**src/verilog/fcl_pkg.sv**
```systemverilog
// constants and types for the flash command launcher
package fcl_pkg;
    // register byte offsets
    localparam logic [7:0] OFS_DIV    = 8'h00;
    localparam logic [7:0] OFS_STAT   = 8'h04;
    localparam logic [7:0] OFS_IDX    = 8'h08;
    localparam logic [7:0] OFS_PROT   = 8'h0c;
    localparam logic [7:0] OFS_MODE   = 8'h10;
    localparam logic [7:0] OFS_CCOB   = 8'h20;
    localparam logic [7:0] OFS_INFO   = 8'h80;
    localparam int         CCOB_WORDS = 6;
    // field positions
    localparam int DIV_LD_BIT   = 7;
    localparam int STAT_COMMAND_COMPLETE_FLAG    = 7;
    localparam int STAT_BAD_SEQUENCE_FLAG  = 5;
    localparam int STAT_PVIOL   = 4;
    localparam int MODE_SPECIAL = 0;
    localparam int MODE_SECURE  = 1;
    localparam int MODE_WINDOW  = 2;
    // reset values and protection masks
    localparam logic [6:0] DIV_RST  = 7'h00;
    localparam logic       COMMAND_COMPLETE_FLAG_RST = 1'b1;
    localparam logic [3:0] PROT_RST = 4'h0;
    localparam logic [3:0] PROT_ALL = 4'hf;
    localparam logic [2:0] PROT_PF  = 3'h7;
    // command codes
    localparam logic [7:0] CMD_EV_ALL   = 8'h01;
    localparam logic [7:0] CMD_EV_BLK   = 8'h02;
    localparam logic [7:0] CMD_EV_SECT  = 8'h03;
    localparam logic [7:0] CMD_RD_ONCE  = 8'h04;
    localparam logic [7:0] CMD_PGM      = 8'h06;
    localparam logic [7:0] CMD_PGM_ONCE = 8'h07;
    localparam logic [7:0] CMD_ERS_ALL  = 8'h08;
    localparam logic [7:0] CMD_ERS_BLK  = 8'h09;
    localparam logic [7:0] CMD_ERS_SECT = 8'h0a;
    localparam logic [7:0] CMD_UNSEC    = 8'h0b;
    localparam logic [7:0] CMD_KEY      = 8'h0c;
    localparam logic [7:0] CMD_UMARGIN  = 8'h0d;
    localparam logic [7:0] CMD_FMARGIN  = 8'h0e;
    localparam logic [7:0] CMD_EV_EE    = 8'h10;
    localparam logic [7:0] CMD_PGM_EE   = 8'h11;
    localparam logic [7:0] CMD_ERS_EE   = 8'h12;
    localparam logic [7:0] CMD_OVERRIDE = 8'h13;

    typedef enum logic [1:0] {
        FCL_IDLE   = 2'b00,
        FCL_CHECK  = 2'b01,
        FCL_RUN    = 2'b11,
        FCL_FINISH = 2'b10
    } fcl_fsm_type;

    typedef struct packed {
        fcl_fsm_type       fsm;
        logic              ack;
        logic [31:0]       rdata;
        logic [6:0]        div;
        logic              div_ld;
        logic [6:0]        tcnt;
        logic              tick;
        logic              command_complete_flag;
        logic              bad_sequence_flag;
        logic              pviol;
        logic [2:0]        ix;
        logic [3:0]        prot;
        logic [5:0][15:0]  ccob;
        logic [31:0][15:0] info;
        logic [7:0]        once;
        logic [2:0]        s1;
        logic [2:0]        s2;
        logic [2:0]        s3;
        logic [2:0]        filt;
        logic              start;
    } fcl_regs_type;
endpackage : fcl_pkg

```
**src/verilog/fcl_top.sv**
```systemverilog
// flash command launcher: divider, command object, mode check, launch
// Function
// RULE_01: software loads divider after reset for 1 MHz
// RULE_02: no program or erase below 0.8 MHz bus
// RULE_03: divider write sets the loaded flag
// RULE_04: unloaded divider blocks program/erase, sets bad sequence
// RULE_05: software clears error flags and checks complete first
// RULE_06: busy ignores command object writes
// RULE_07: software loads parameters and sets word index
// RULE_08: writing one to complete flag launches command
// RULE_09: complete flag clear until done, results returned
// RULE_10: info row readable only in resource window
// RULE_11: mode and security inputs select valid codes
// RULE_12: codes 01, 02, 13 valid everywhere
// RULE_13: codes 08, 0B only in special mode
// RULE_14: code 0C only in normal single chip
// RULE_15: code 0E only unsecured special mode
// RULE_16: listed codes invalid in secured special mode
// RULE_17: 02 verifies one block, 01 verifies all
// RULE_18: 03 verifies a counted section erased
// RULE_19: 07 programs info field once, 04 reads
// RULE_20: 06 programs phrase, 0A erases sector
// RULE_21: 08 needs all four protection opens set
// RULE_22: 09 needs three program flash opens set
// RULE_23: six sixteen-bit words, code in word zero high
// RULE_24: each word has separately writable bytes
// RULE_25: invalid code sets bad sequence, not processed
//
// Implementation choices: register access over Avalon-MM and the register addresses.
`timescale 1ns/1ps
module fcl_top (
    // clock and reset
    input  wire logic        clk_in,
    input  wire logic        rst_in,
    // avalon-mm slave
    input  wire logic [7:0]  avs_address_in,
    input  wire logic        avs_read_in,
    input  wire logic        avs_write_in,
    input  wire logic [3:0]  avs_byteenable_in,
    input  wire logic [31:0] avs_writedata_in,
    output logic      [31:0] avs_readdata_out,
    output logic             avs_waitrequest_out,
    // mode pins
    input  wire logic        special_mode_in,
    input  wire logic        secure_state_in,
    input  wire logic        resource_window_in,
    // array engine
    output logic             eng_start_out,
    output logic      [7:0]  eng_cmd_out,
    output logic      [23:0] eng_addr_out,
    output logic      [63:0] eng_data_out,
    output logic      [2:0]  eng_count_out,
    output logic             flash_tick_out,
    input  wire logic        eng_done_in,
    input  wire logic        eng_viol_in,
    input  wire logic [63:0] eng_result_in
);
    fcl_pkg::fcl_regs_type r;
    fcl_pkg::fcl_regs_type n;
    logic       req;
    logic       wr_acc;
    logic       rd_first;
    logic [7:0] cmd;
    logic       ss;
    logic       sec;
    logic       ccob_hit;
    logic [2:0] wsel;
    logic [2:0] phr;
    logic [31:0] rd_mux;

    // mode/security gate per command code
    function automatic logic cmd_ok(input logic [7:0] c,
                                    input logic ss_f,
                                    input logic sec_f);
        case (c)
            fcl_pkg::CMD_EV_ALL,
            fcl_pkg::CMD_EV_BLK,
            fcl_pkg::CMD_OVERRIDE: cmd_ok = 1'b1;        // [RULE_12]
            fcl_pkg::CMD_ERS_ALL,
            fcl_pkg::CMD_UNSEC:    cmd_ok = ss_f;        // [RULE_13]
            fcl_pkg::CMD_KEY:      cmd_ok = !ss_f;       // [RULE_14]
            fcl_pkg::CMD_FMARGIN:  cmd_ok = ss_f && !sec_f; // [RULE_15]
            fcl_pkg::CMD_EV_SECT,
            fcl_pkg::CMD_RD_ONCE,
            fcl_pkg::CMD_PGM,
            fcl_pkg::CMD_PGM_ONCE,
            fcl_pkg::CMD_ERS_BLK,
            fcl_pkg::CMD_ERS_SECT,
            fcl_pkg::CMD_UMARGIN,
            fcl_pkg::CMD_EV_EE,
            fcl_pkg::CMD_PGM_EE,
            fcl_pkg::CMD_ERS_EE:   cmd_ok = !(ss_f && sec_f); // [RULE_16]
            default:               cmd_ok = 1'b0;
        endcase
    endfunction : cmd_ok

    // commands that change array contents need the time base
    function automatic logic cmd_pe(input logic [7:0] c);
        case (c)
            fcl_pkg::CMD_PGM,
            fcl_pkg::CMD_PGM_ONCE,
            fcl_pkg::CMD_ERS_ALL,
            fcl_pkg::CMD_ERS_BLK,
            fcl_pkg::CMD_ERS_SECT,
            fcl_pkg::CMD_UNSEC,
            fcl_pkg::CMD_PGM_EE,
            fcl_pkg::CMD_ERS_EE: cmd_pe = 1'b1;
            default:             cmd_pe = 1'b0;
        endcase
    endfunction : cmd_pe

    assign req      = avs_read_in || avs_write_in;
    assign wr_acc   = avs_write_in && r.ack;
    assign rd_first = avs_read_in && !r.ack;
    assign cmd      = r.ccob[0][15:8];                    // [RULE_23]
    assign ss       = r.filt[fcl_pkg::MODE_SPECIAL];      // [RULE_11]
    assign sec      = r.filt[fcl_pkg::MODE_SECURE];       // [RULE_11]
    assign wsel     = avs_address_in[4:2];
    assign ccob_hit = (avs_address_in[7:5] == 3'h1) &&
                      (wsel < 3'(fcl_pkg::CCOB_WORDS));
    assign phr      = r.ccob[1][2:0];

    // read data mux, sampled on the request's first cycle
    always_comb begin
        rd_mux = 32'h0000_0000;
        if (avs_address_in[7]) begin
            if (r.filt[fcl_pkg::MODE_WINDOW]) begin       // [RULE_10]
                rd_mux = {16'h0000, r.info[avs_address_in[6:2]]};
            end
        end else if (ccob_hit) begin
            rd_mux = {16'h0000, r.ccob[wsel]};
        end else begin
            case ({avs_address_in[7:2], 2'b00})
                fcl_pkg::OFS_DIV:
                    rd_mux = {24'h000000, r.div_ld, r.div};
                fcl_pkg::OFS_STAT: begin
                    rd_mux[fcl_pkg::STAT_COMMAND_COMPLETE_FLAG]   = r.command_complete_flag;
                    rd_mux[fcl_pkg::STAT_BAD_SEQUENCE_FLAG] = r.bad_sequence_flag;
                    rd_mux[fcl_pkg::STAT_PVIOL]  = r.pviol;
                end
                fcl_pkg::OFS_IDX:  rd_mux = {29'h0, r.ix};
                fcl_pkg::OFS_PROT: rd_mux = {28'h0, r.prot};
                fcl_pkg::OFS_MODE: rd_mux = {29'h0, r.filt};
                default:           rd_mux = 32'h0000_0000;
            endcase
        end
    end

    always_comb begin
        n       = r;
        n.start = 1'b0;
        n.tick  = 1'b0;
        // pins: three stages, value moves once stages two and three agree
        n.s1 = {resource_window_in, secure_state_in, special_mode_in};
        n.s2 = r.s1;
        n.s3 = r.s2;
        for (int i = 0; i < 3; i++) begin
            if (r.s2[i] == r.s3[i]) begin
                n.filt[i] = r.s3[i];
            end
        end
        // time base: one tick every div+1 bus clocks once loaded
        if (r.tcnt >= r.div) begin
            n.tcnt = 7'h00;
            n.tick = r.div_ld;
        end else begin
            n.tcnt = r.tcnt + 7'h01;
        end
        // one wait cycle per access
        n.ack = req && !r.ack;
        if (rd_first) begin
            n.rdata = rd_mux;
        end
        if (wr_acc) begin
            if (ccob_hit) begin
                if (r.command_complete_flag) begin                         // [RULE_06]
                    if (avs_byteenable_in[0]) begin       // [RULE_24]
                        n.ccob[wsel][7:0] = avs_writedata_in[7:0];
                    end
                    if (avs_byteenable_in[1]) begin       // [RULE_24]
                        n.ccob[wsel][15:8] = avs_writedata_in[15:8];
                    end
                end
            end else begin
                case ({avs_address_in[7:2], 2'b00})
                    fcl_pkg::OFS_DIV: begin
                        if (avs_byteenable_in[0]) begin
                            n.div    = avs_writedata_in[6:0];
                            n.div_ld = 1'b1;              // [RULE_03]
                        end
                    end
                    fcl_pkg::OFS_STAT: begin
                        if (avs_byteenable_in[0]) begin
                            if (avs_writedata_in[fcl_pkg::STAT_BAD_SEQUENCE_FLAG]) begin
                                n.bad_sequence_flag = 1'b0;
                            end
                            if (avs_writedata_in[fcl_pkg::STAT_PVIOL]) begin
                                n.pviol = 1'b0;
                            end
                            // launch only from idle with clean flags
                            if (avs_writedata_in[fcl_pkg::STAT_COMMAND_COMPLETE_FLAG] &&
                                r.command_complete_flag && !r.bad_sequence_flag && !r.pviol) begin
                                n.command_complete_flag = 1'b0;            // [RULE_08]
                                n.fsm  = fcl_pkg::FCL_CHECK;
                            end
                        end
                    end
                    fcl_pkg::OFS_IDX: begin
                        if (avs_byteenable_in[0] && r.command_complete_flag) begin
                            n.ix = avs_writedata_in[2:0]; // [RULE_06]
                        end
                    end
                    fcl_pkg::OFS_PROT: begin
                        if (avs_byteenable_in[0]) begin
                            n.prot = avs_writedata_in[3:0];
                        end
                    end
                    default: begin
                    end
                endcase
            end
        end
        // command sequencing; hardware sets land after software clears
        case (r.fsm)
            fcl_pkg::FCL_IDLE: begin
            end
            fcl_pkg::FCL_CHECK: begin
                n.fsm = fcl_pkg::FCL_FINISH;
                if (!cmd_ok(cmd, ss, sec)) begin
                    n.bad_sequence_flag = 1'b1;                      // [RULE_25]
                end else if (cmd_pe(cmd) && !r.div_ld) begin
                    n.bad_sequence_flag = 1'b1;                      // [RULE_04]
                end else if (cmd == fcl_pkg::CMD_ERS_ALL &&
                             r.prot != fcl_pkg::PROT_ALL) begin
                    n.pviol = 1'b1;                       // [RULE_21]
                end else if (cmd == fcl_pkg::CMD_ERS_BLK &&
                             r.prot[2:0] != fcl_pkg::PROT_PF) begin
                    n.pviol = 1'b1;                       // [RULE_22]
                end else if (cmd == fcl_pkg::CMD_PGM_ONCE) begin
                    // each 8-byte phrase of the 64-byte field is one-shot
                    if (r.once[phr]) begin
                        n.bad_sequence_flag = 1'b1;                  // [RULE_19]
                    end else begin
                        n.once[phr] = 1'b1;
                        for (int j = 0; j < 4; j++) begin
                            n.info[{phr, 2'(j)}] = r.ccob[3'(2 + j)];
                        end
                    end
                end else if (cmd == fcl_pkg::CMD_RD_ONCE) begin
                    for (int j = 0; j < 4; j++) begin     // [RULE_19]
                        n.ccob[3'(2 + j)] = r.info[{phr, 2'(j)}];
                    end
                end else begin
                    // verify, program, erase and margin go to the array
                    n.start = 1'b1; // [RULE_17] [RULE_18] [RULE_20]
                    n.fsm   = fcl_pkg::FCL_RUN;
                end
            end
            fcl_pkg::FCL_RUN: begin
                if (eng_done_in) begin
                    n.ccob[5:2] = eng_result_in;          // [RULE_09]
                    if (eng_viol_in) begin
                        n.pviol = 1'b1;
                    end
                    n.fsm = fcl_pkg::FCL_FINISH;
                end
            end
            fcl_pkg::FCL_FINISH: begin
                n.command_complete_flag = 1'b1;                            // [RULE_09]
                n.fsm  = fcl_pkg::FCL_IDLE;
            end
            default: n.fsm = fcl_pkg::FCL_IDLE;
        endcase
    end

    always_ff @(posedge clk_in or posedge rst_in) begin
        if (rst_in) begin
            r      <= '0;
            r.div  <= fcl_pkg::DIV_RST;
            r.command_complete_flag <= fcl_pkg::COMMAND_COMPLETE_FLAG_RST;
            r.prot <= fcl_pkg::PROT_RST;
            r.fsm  <= fcl_pkg::FCL_IDLE;
        end else begin
            r <= n;
        end
    end

    assign avs_readdata_out    = r.rdata;
    assign avs_waitrequest_out = req && !r.ack;
    assign eng_start_out       = r.start;
    assign eng_cmd_out         = cmd;
    assign eng_addr_out        = {r.ccob[0][7:0], r.ccob[1]};
    assign eng_data_out        = r.ccob[5:2];
    assign eng_count_out       = r.ix;
    assign flash_tick_out      = r.tick;

    // checks
    logic div_wr;
    logic stat_launch;
    assign div_wr = wr_acc && avs_byteenable_in[0] &&
                    ({avs_address_in[7:2], 2'b00} == fcl_pkg::OFS_DIV);
    assign stat_launch = wr_acc && avs_byteenable_in[0] &&
                    ({avs_address_in[7:2], 2'b00} == fcl_pkg::OFS_STAT) &&
                    avs_writedata_in[fcl_pkg::STAT_COMMAND_COMPLETE_FLAG] &&
                    r.command_complete_flag && !r.bad_sequence_flag && !r.pviol;
endmodule : fcl_top

```
**config.mk**
```make
export PLATFORM = sky130hd
export DESIGN_NAME = fcl_top
export DESIGN_NICKNAME = d
export VERILOG_FILES = /design/src/verilog/fcl_pkg.sv /design/src/verilog/fcl_top.sv
export SDC_FILE = /design/constraint.sdc
export NUM_CORES = 1
export LEC_CHECK = 0
export ABC_CLOCK_PERIOD_IN_PS = 16900
export BUFFER_PORTS_ARGS = -buffer_cell sky130_fd_sc_hd__buf_4
export CORE_ASPECT_RATIO = 0.8
export CORE_MARGIN = 3
export CORE_UTILIZATION = 60
export CTS_CLUSTER_DIAMETER = 100
export DETAILED_ROUTE_END_ITERATION = 7
export PLACE_DENSITY_LB_ADDON = 0.12
export SLEW_MARGIN = 40
export SYNTH_ARGS = -nofsm -noshare
export SYNTH_HDL_FRONTEND = slang
export SYNTH_SLANG_ARGS = --single-unit
```
**constraint.sdc**
```tcl
create_clock -name clk_in -period 16.9 [get_ports clk_in]
set_input_delay 2.535 -clock clk_in [delete_from_list [all_inputs] [get_ports clk_in]]
set_output_delay 2.535 -clock clk_in [all_outputs]
set_load 0.03 [all_outputs]
```
### After elaboration in Yosys (flattened, before gate mapping)

Memory sizes are Yosys's and may differ from the RTL's.
Cells that the tools add are included.

| word-level totals | value |
|---|---|
| output and inout bits | 134 |
| logic and storage cells | 260 |
| memory bits (read-only) | 32 |
| bits of input ports | 117 |
| bits in registers | 690 |
| memories kept | 1 |

Memory list:

| name | words | width | read ports | clocked after Yosys merged registers in | wr ports | line | source |
|---|---|---|---|---|---|---|---|
| (no name shown) | 32 | 1 | 1 | 0 | 0 | fcl_top.sv:99 | `case (c)` |

| cells by class | value |
|---|---|
| reduce and logical (&&, ||, !) cells | 42 |
| equal/unequal tests | 31 |
| add/subtract/negate cells | 1 |
| magnitude comparators | 15 |
| muxes and demuxes | 106 |
| bitwise operators | 6 |

Operators by type and width:

| operator | count |
|---|---|
| bitwise mux 512 bit | 4 |
| two-way mux 96 bit | 7 |
| demux 16 bit (select 3 bit) | 6 |
| two-way mux 32 bit | 8 |
| bitwise mux 96 bit | 2 |
| two-way mux 16 bit | 11 |
| binary-select mux 16 bit (select 3 bit) | 3 |
| two-way mux 106 bit | 1 |
| binary-select mux 16 bit (select 5 bit) | 1 |
| two-way mux 64 bit | 1 |
| case mux 32 bit (2 select lines) | 1 |
| == test 8 x 4 -> 1 bit, second input constant | 7 |
| two-way mux 1 bit | 33 |
| == test 8 x 5 -> 1 bit, second input constant | 4 |
| < comparator 5 x 6 -> 1 bit, second input constant | 5 |
| == test 8 x 3 -> 1 bit, second input constant | 3 |
| two-way mux 2 bit | 11 |
| greater-or-equal comparator 5 x 1 -> 1 bit, second input constant | 4 |
| logical AND 1 bit | 19 |
| == test 8 x 2 -> 1 bit, second input constant | 2 |
| case mux 4 bit (4 select lines) | 1 |
| == test 6 x 2 -> 1 bit, second input constant | 2 |
| two-way mux 3 bit | 4 |
| AND reduction 4 bit | 3 |
| other kinds (38) | 58 |

### Depth between registers and ports, before layout

| depth | value |
|---|---|
| depth after elaboration | 21 |
| mapped depth | 10 |
| depth with buffers taken out | 8 |

### Least setup slack after synthesis

Ideal clock, no wire load.

| path | value |
|---|---|
| path kind | input-to-output |
| start point | in avs_write_in |
| end point | out avs_waitrequest_out |
| buffers on the path | 0 |
| data arrival time | 2.987 ns |
| slack | 11.378 ns |
| cell stages on the path | 2 |
| required time | 14.365 ns |
| path through | nor2_1 -> nor2_1 |

| between the ends | value |
|---|---|
| word-level cells in the longest chain between the ends | 2 |

Ends and longest elaborated chain:

| item | line | source |
|---|---|---|
| start: declaration | fcl_top.sv:38 | `input wire logic avs_write_in,` |
| logical OR 1 bit | fcl_top.sv:112 | `assign req = avs_read_in \|\| avs_write_in;` |
| logical AND 1 bit | fcl_top.sv:289 | `assign avs_waitrequest_out = req && !r.ack;` |
| end: declaration | fcl_top.sv:42 | `output logic avs_waitrequest_out,` |

Every way passes these cells.

### Worst setup path after layout

Same ends and word-level chain as after synthesis.

==> implementation parameters <==
Parameter                              Value

Worst setup path
  Reg-to-reg critical path endpoint ... r[217]
  Crit path launch ... avs_write_in
  Register-to-register setup slack ... roughly 12000 ps
  Worst reg-to-reg path cell count ... 7
  CP Data Arrival Time ... 3030 ps
  Launch instance of the worst register-to-register path ... eng_addr_out[0]
  Critical Path Start Type ... input port
  Kind of critical path ... input port to primary output
  Capturing instance or port of the critical path ... avs_waitrequest_out
  Category of the worst setup path capture point ... primary output
  Worst-path maximum fanout ... 4
  CP required ... about 14000 ps

Outcome
  Result of the run ... complete, no violations

Job
  Max Cap Violations ... 0

Global route
  Via count of the first global-routing pass ... 16900
  Total grt overflow ... 0
  First-pass GRT wire length ... 108 mm
  Total track usage ... about a third
  Initial antenna violation count ... 0
  Maximum number of pins on one net before global-route repair ... 99

Synthesis
  Async set-or-reset flop fraction in the synthesized netlist ... 100%
  Seq/Total Area, Yosys ... 44.9%
  Netlist cell types ... 76
  Warnings, synthesis ... 0
  Top FF cell, synth ... sky130_fd_sc_hd__dfrtp_1
  Mean instance size in the synthesized netlist ... 11.9 µm²
  Number of enable-type register cells in the synthesized netlist ... 0
  Total of flip-flops plus latches after synthesis ... about 420
  Gate Count Post-Synth ... 1958
  Synth Cell Area ... ~23000 µm²

Routing
  1st-pass router iterations ... 6
  Violation count after the first detailed-routing iteration ... 1986
  Met2 routed wirelength ... 32.4 mm
  Average routed wire per standard cell ... 28.5 µm
  Remaining routing DRC violations ... 0
  Detailed-route wire length ... 71.2 mm
  Highest metal layer used by the detailed router ... met4
  Routed wire length on met3 ... 6.89 mm
  Routed vias/inst ... about 6.8
  Routed length on met1 ... ~29 mm
  Post-route ant nets ... 0
  Via Count ... between 15000 and 20000

Clocking
  CTS root buf ... sky130_fd_sc_hd__clkbuf_16
  Worst-Skew Late Latency ... 580 ps
  Total clock buffers created by CTS ... 42
  CTS tree ... yes
  Clock edge transition at the registers on the reported setup and hold paths ... 60 ps
  Setup fix buffers added after clock tree synthesis ... 0
  Clock sink count ... 418
  Number of H-tree branching levels ... 2
  Deepest clock path buffer count ... 3
  Post-cts repair resize count ... 0
  Hold_buf cts ... 0

Pwr
  Leakage power figure ... approximately 12 nW
  Worst vdd rail ir drop ... 0.000107 V
  Pwr per Cell Area ... 90.5 nW/µm²

STA
  Shortest clock period the worst path allows after layout ... approximately 5600 ps
  Tightest Pin Transition ... around 890 ps
  Achievable frequency ... 0.180 GHz
  Setup Skew ... roughly 35 ps
  Hold Violations, Final ... 0
  RSZ-0062 raised after global routing ... no
  Max_slew headroom ... 40.8%
  Slew Limit Fails ... 0
  Worst setup slack after layout ... 11330 ps
  Total of endpoints with negative setup slack in the final report ... 0
  Setup tns final ... 0 ps
  Final period utilization ... between 30% and 40%

Floorplan
  Area of the die ... 41300 µm²
  I/O pin count ... 251
  Height of the chip ... roughly 180 µm
  Die extent in x ... 226 µm
  Core area ... 37700 µm²
  Initial core utilization ... slightly above 60%
  Site row count ... 63

Final layout
  # diodes ... 0
  Layout area overhead ... 10.5%
  Layout cells sized above 1 ... 38.0%
  Highest-count cells in the layout ignoring fill and taps ... sky130_fd_sc_hd__dfrtp_1 (414), sky130_fd_sc_hd__mux2_2 (277), sky130_fd_sc_hd__buf_4 (246), sky130_fd_sc_hd__mux2i_1 (142), sky130_fd_sc_hd__nand2_1 (133)
  Seq. cell area ... ~10000 µm²
  Count of fill cells added during filler insertion ... 2752
  Layout Nets ... 2109
  Most frequent standard cell in the layout excluding fill and tap cells ... sky130_fd_sc_hd__dfrtp_1
  Area occupied by multi-input gates ... 11100 µm²

Placed design
  Post-DP HPWL ... 47.5 mm
  # port buffers ... ~210
  Worst-case setup slack after placement ... 11220 ps
  Final RePlAce weighted congestion ... 0.893

Worst hold path
  Hold Path Class ... register to register
[how the worst min path moves through the flow]
stage          slack, ps   end  start  cells after the start
2_1_floorplan        330  n[4]   n[7]                      0
3_3_place_gp         340  n[5]   n[8]                      0
3_5_place_dp         340  n[4]   n[7]                      0
4_1_cts              360  n[4]   n[7]                      0
5_1_grt              360  n[4]   n[7]                      0
6_report             360  n[5]   n[8]                      0
[power by group]
group	internal, W	total, W	switching [W]
clock network	0.000590	0.00100	0.000411
logic	0.0000968	0.000265	0.000168
registers	0.00103	0.00107	0.0000400
total	0.00171	0.00233	0.000618
[synthesized netlist by cell type, types with 6 or more instances]
library cell	number	area share, %
sky130_fd_sc_hd__mux4_2	69	6.7
sky130_fd_sc_hd__buf_1	59	0.95
sky130_fd_sc_hd__nand3_1	22	0.47
sky130_fd_sc_hd__o21ai_0	94	2.0
sky130_fd_sc_hd__mux2i_1	142	6.1
sky130_fd_sc_hd__nand2_1	133	2.1
sky130_fd_sc_hd__clkbuf_1	73	1.2
sky130_fd_sc_hd__a31oi_1	13	0.35
sky130_fd_sc_hd__a21oi_1	40	0.86
sky130_fd_sc_hd__a2bb2oi_1	6	0.23
sky130_fd_sc_hd__ha_1	12	0.64
sky130_fd_sc_hd__a22oi_1	32	1.0
sky130_fd_sc_hd__buf_4	137	4.4
sky130_fd_sc_hd__nor2_1	62	1.0
sky130_fd_sc_hd__buf_6	19	0.92
sky130_fd_sc_hd__nor4_4	7	0.64
sky130_fd_sc_hd__nor3_1	11	0.24
sky130_fd_sc_hd__or2_2	14	0.38
sky130_fd_sc_hd__nor2b_1	8	0.21
sky130_fd_sc_hd__o221ai_1	17	0.64
sky130_fd_sc_hd__o211ai_1	43	1.4
sky130_fd_sc_hd__nand2b_1	13	0.35
sky130_fd_sc_hd__o22ai_1	45	1.2
sky130_fd_sc_hd__mux2_2	277	13
sky130_fd_sc_hd__inv_1	27	0.43
sky130_fd_sc_hd__a211oi_1	10	0.32
sky130_fd_sc_hd__mux2_4	45	2.9
sky130_fd_sc_hd__dfrtp_1	417	45
sky130_fd_sc_hd__mux2_1	7	0.34
[per-layer routing]
metal | track usage [%] | vias to the layer above
li1 | - | 7112
met1 | 48.7 | 8744
met2 | 53.0 | 930
met3 | 6.71 | 185
met4 | 13.7 | 0
met5 | 0 | -
[kinds of logic after synthesis]
| group | Yosys count | share of synthesized area (%) |
|---|---|---|
| AOI/OAI and AO/OA | 346 | 9.79 |
| muxes | 540 | 29.4 |
| xor gates and xnor gates | 5 | 0.188 |
| buffers and inverters | 318 | 7.95 |
| other | 1 | 0.0161 |
| DFF | 418 | 44.9 |
| and+or+nand+nor | 315 | 7.03 |
| adders and majority gates | 15 | 0.773 |
[critical path: stages]
cell                     delay, ps
sky130_fd_sc_hd__buf_4         100
sky130_fd_sc_hd__nor2_1         40
sky130_fd_sc_hd__nor2_1        160
sky130_fd_sc_hd__buf_4         200
[flip-flops by register name, indices dropped and copies added (netlist names), 3 cells and up]
signal	count
avs_readdata_out	16
eng_count_out	3
eng_addr_out	24
n	6
r	295
eng_data_out	64
eng_cmd_out	8
[cell type report]
cell class	count	area share, %
Clock inverter	17	0.729
Timing Repair Buffer	254	7.67
Inverter	27	0.423
Tap cell	487	2.37
Clock buffer	61	4.99
Multi-Input combinational cell	1237	43.2
Sequential cell	418	40.7
[metrics by stage]
stage | power [W] | hold slack, ps | instance area [µm²] | util, % | cells
final | 0.00233 | 356 | 25800 | 68.4 | 2501
after global routing | 0.00240 | 360 | 25800 | 68.4 | 2501
after CTS | 0.00233 | 358 | 25700 | 68.3 | 2501
after detailed placement | 0.00134 | 344 | 24300 | 64.4 | 2423
after global placement | 0.00134 | 336 | 24100 | 64.0 | 2416
after floorplan | 0.00126 | 331 | 23400 | - | 1973
No activity file was read; power rests on OpenSTA's default activity.
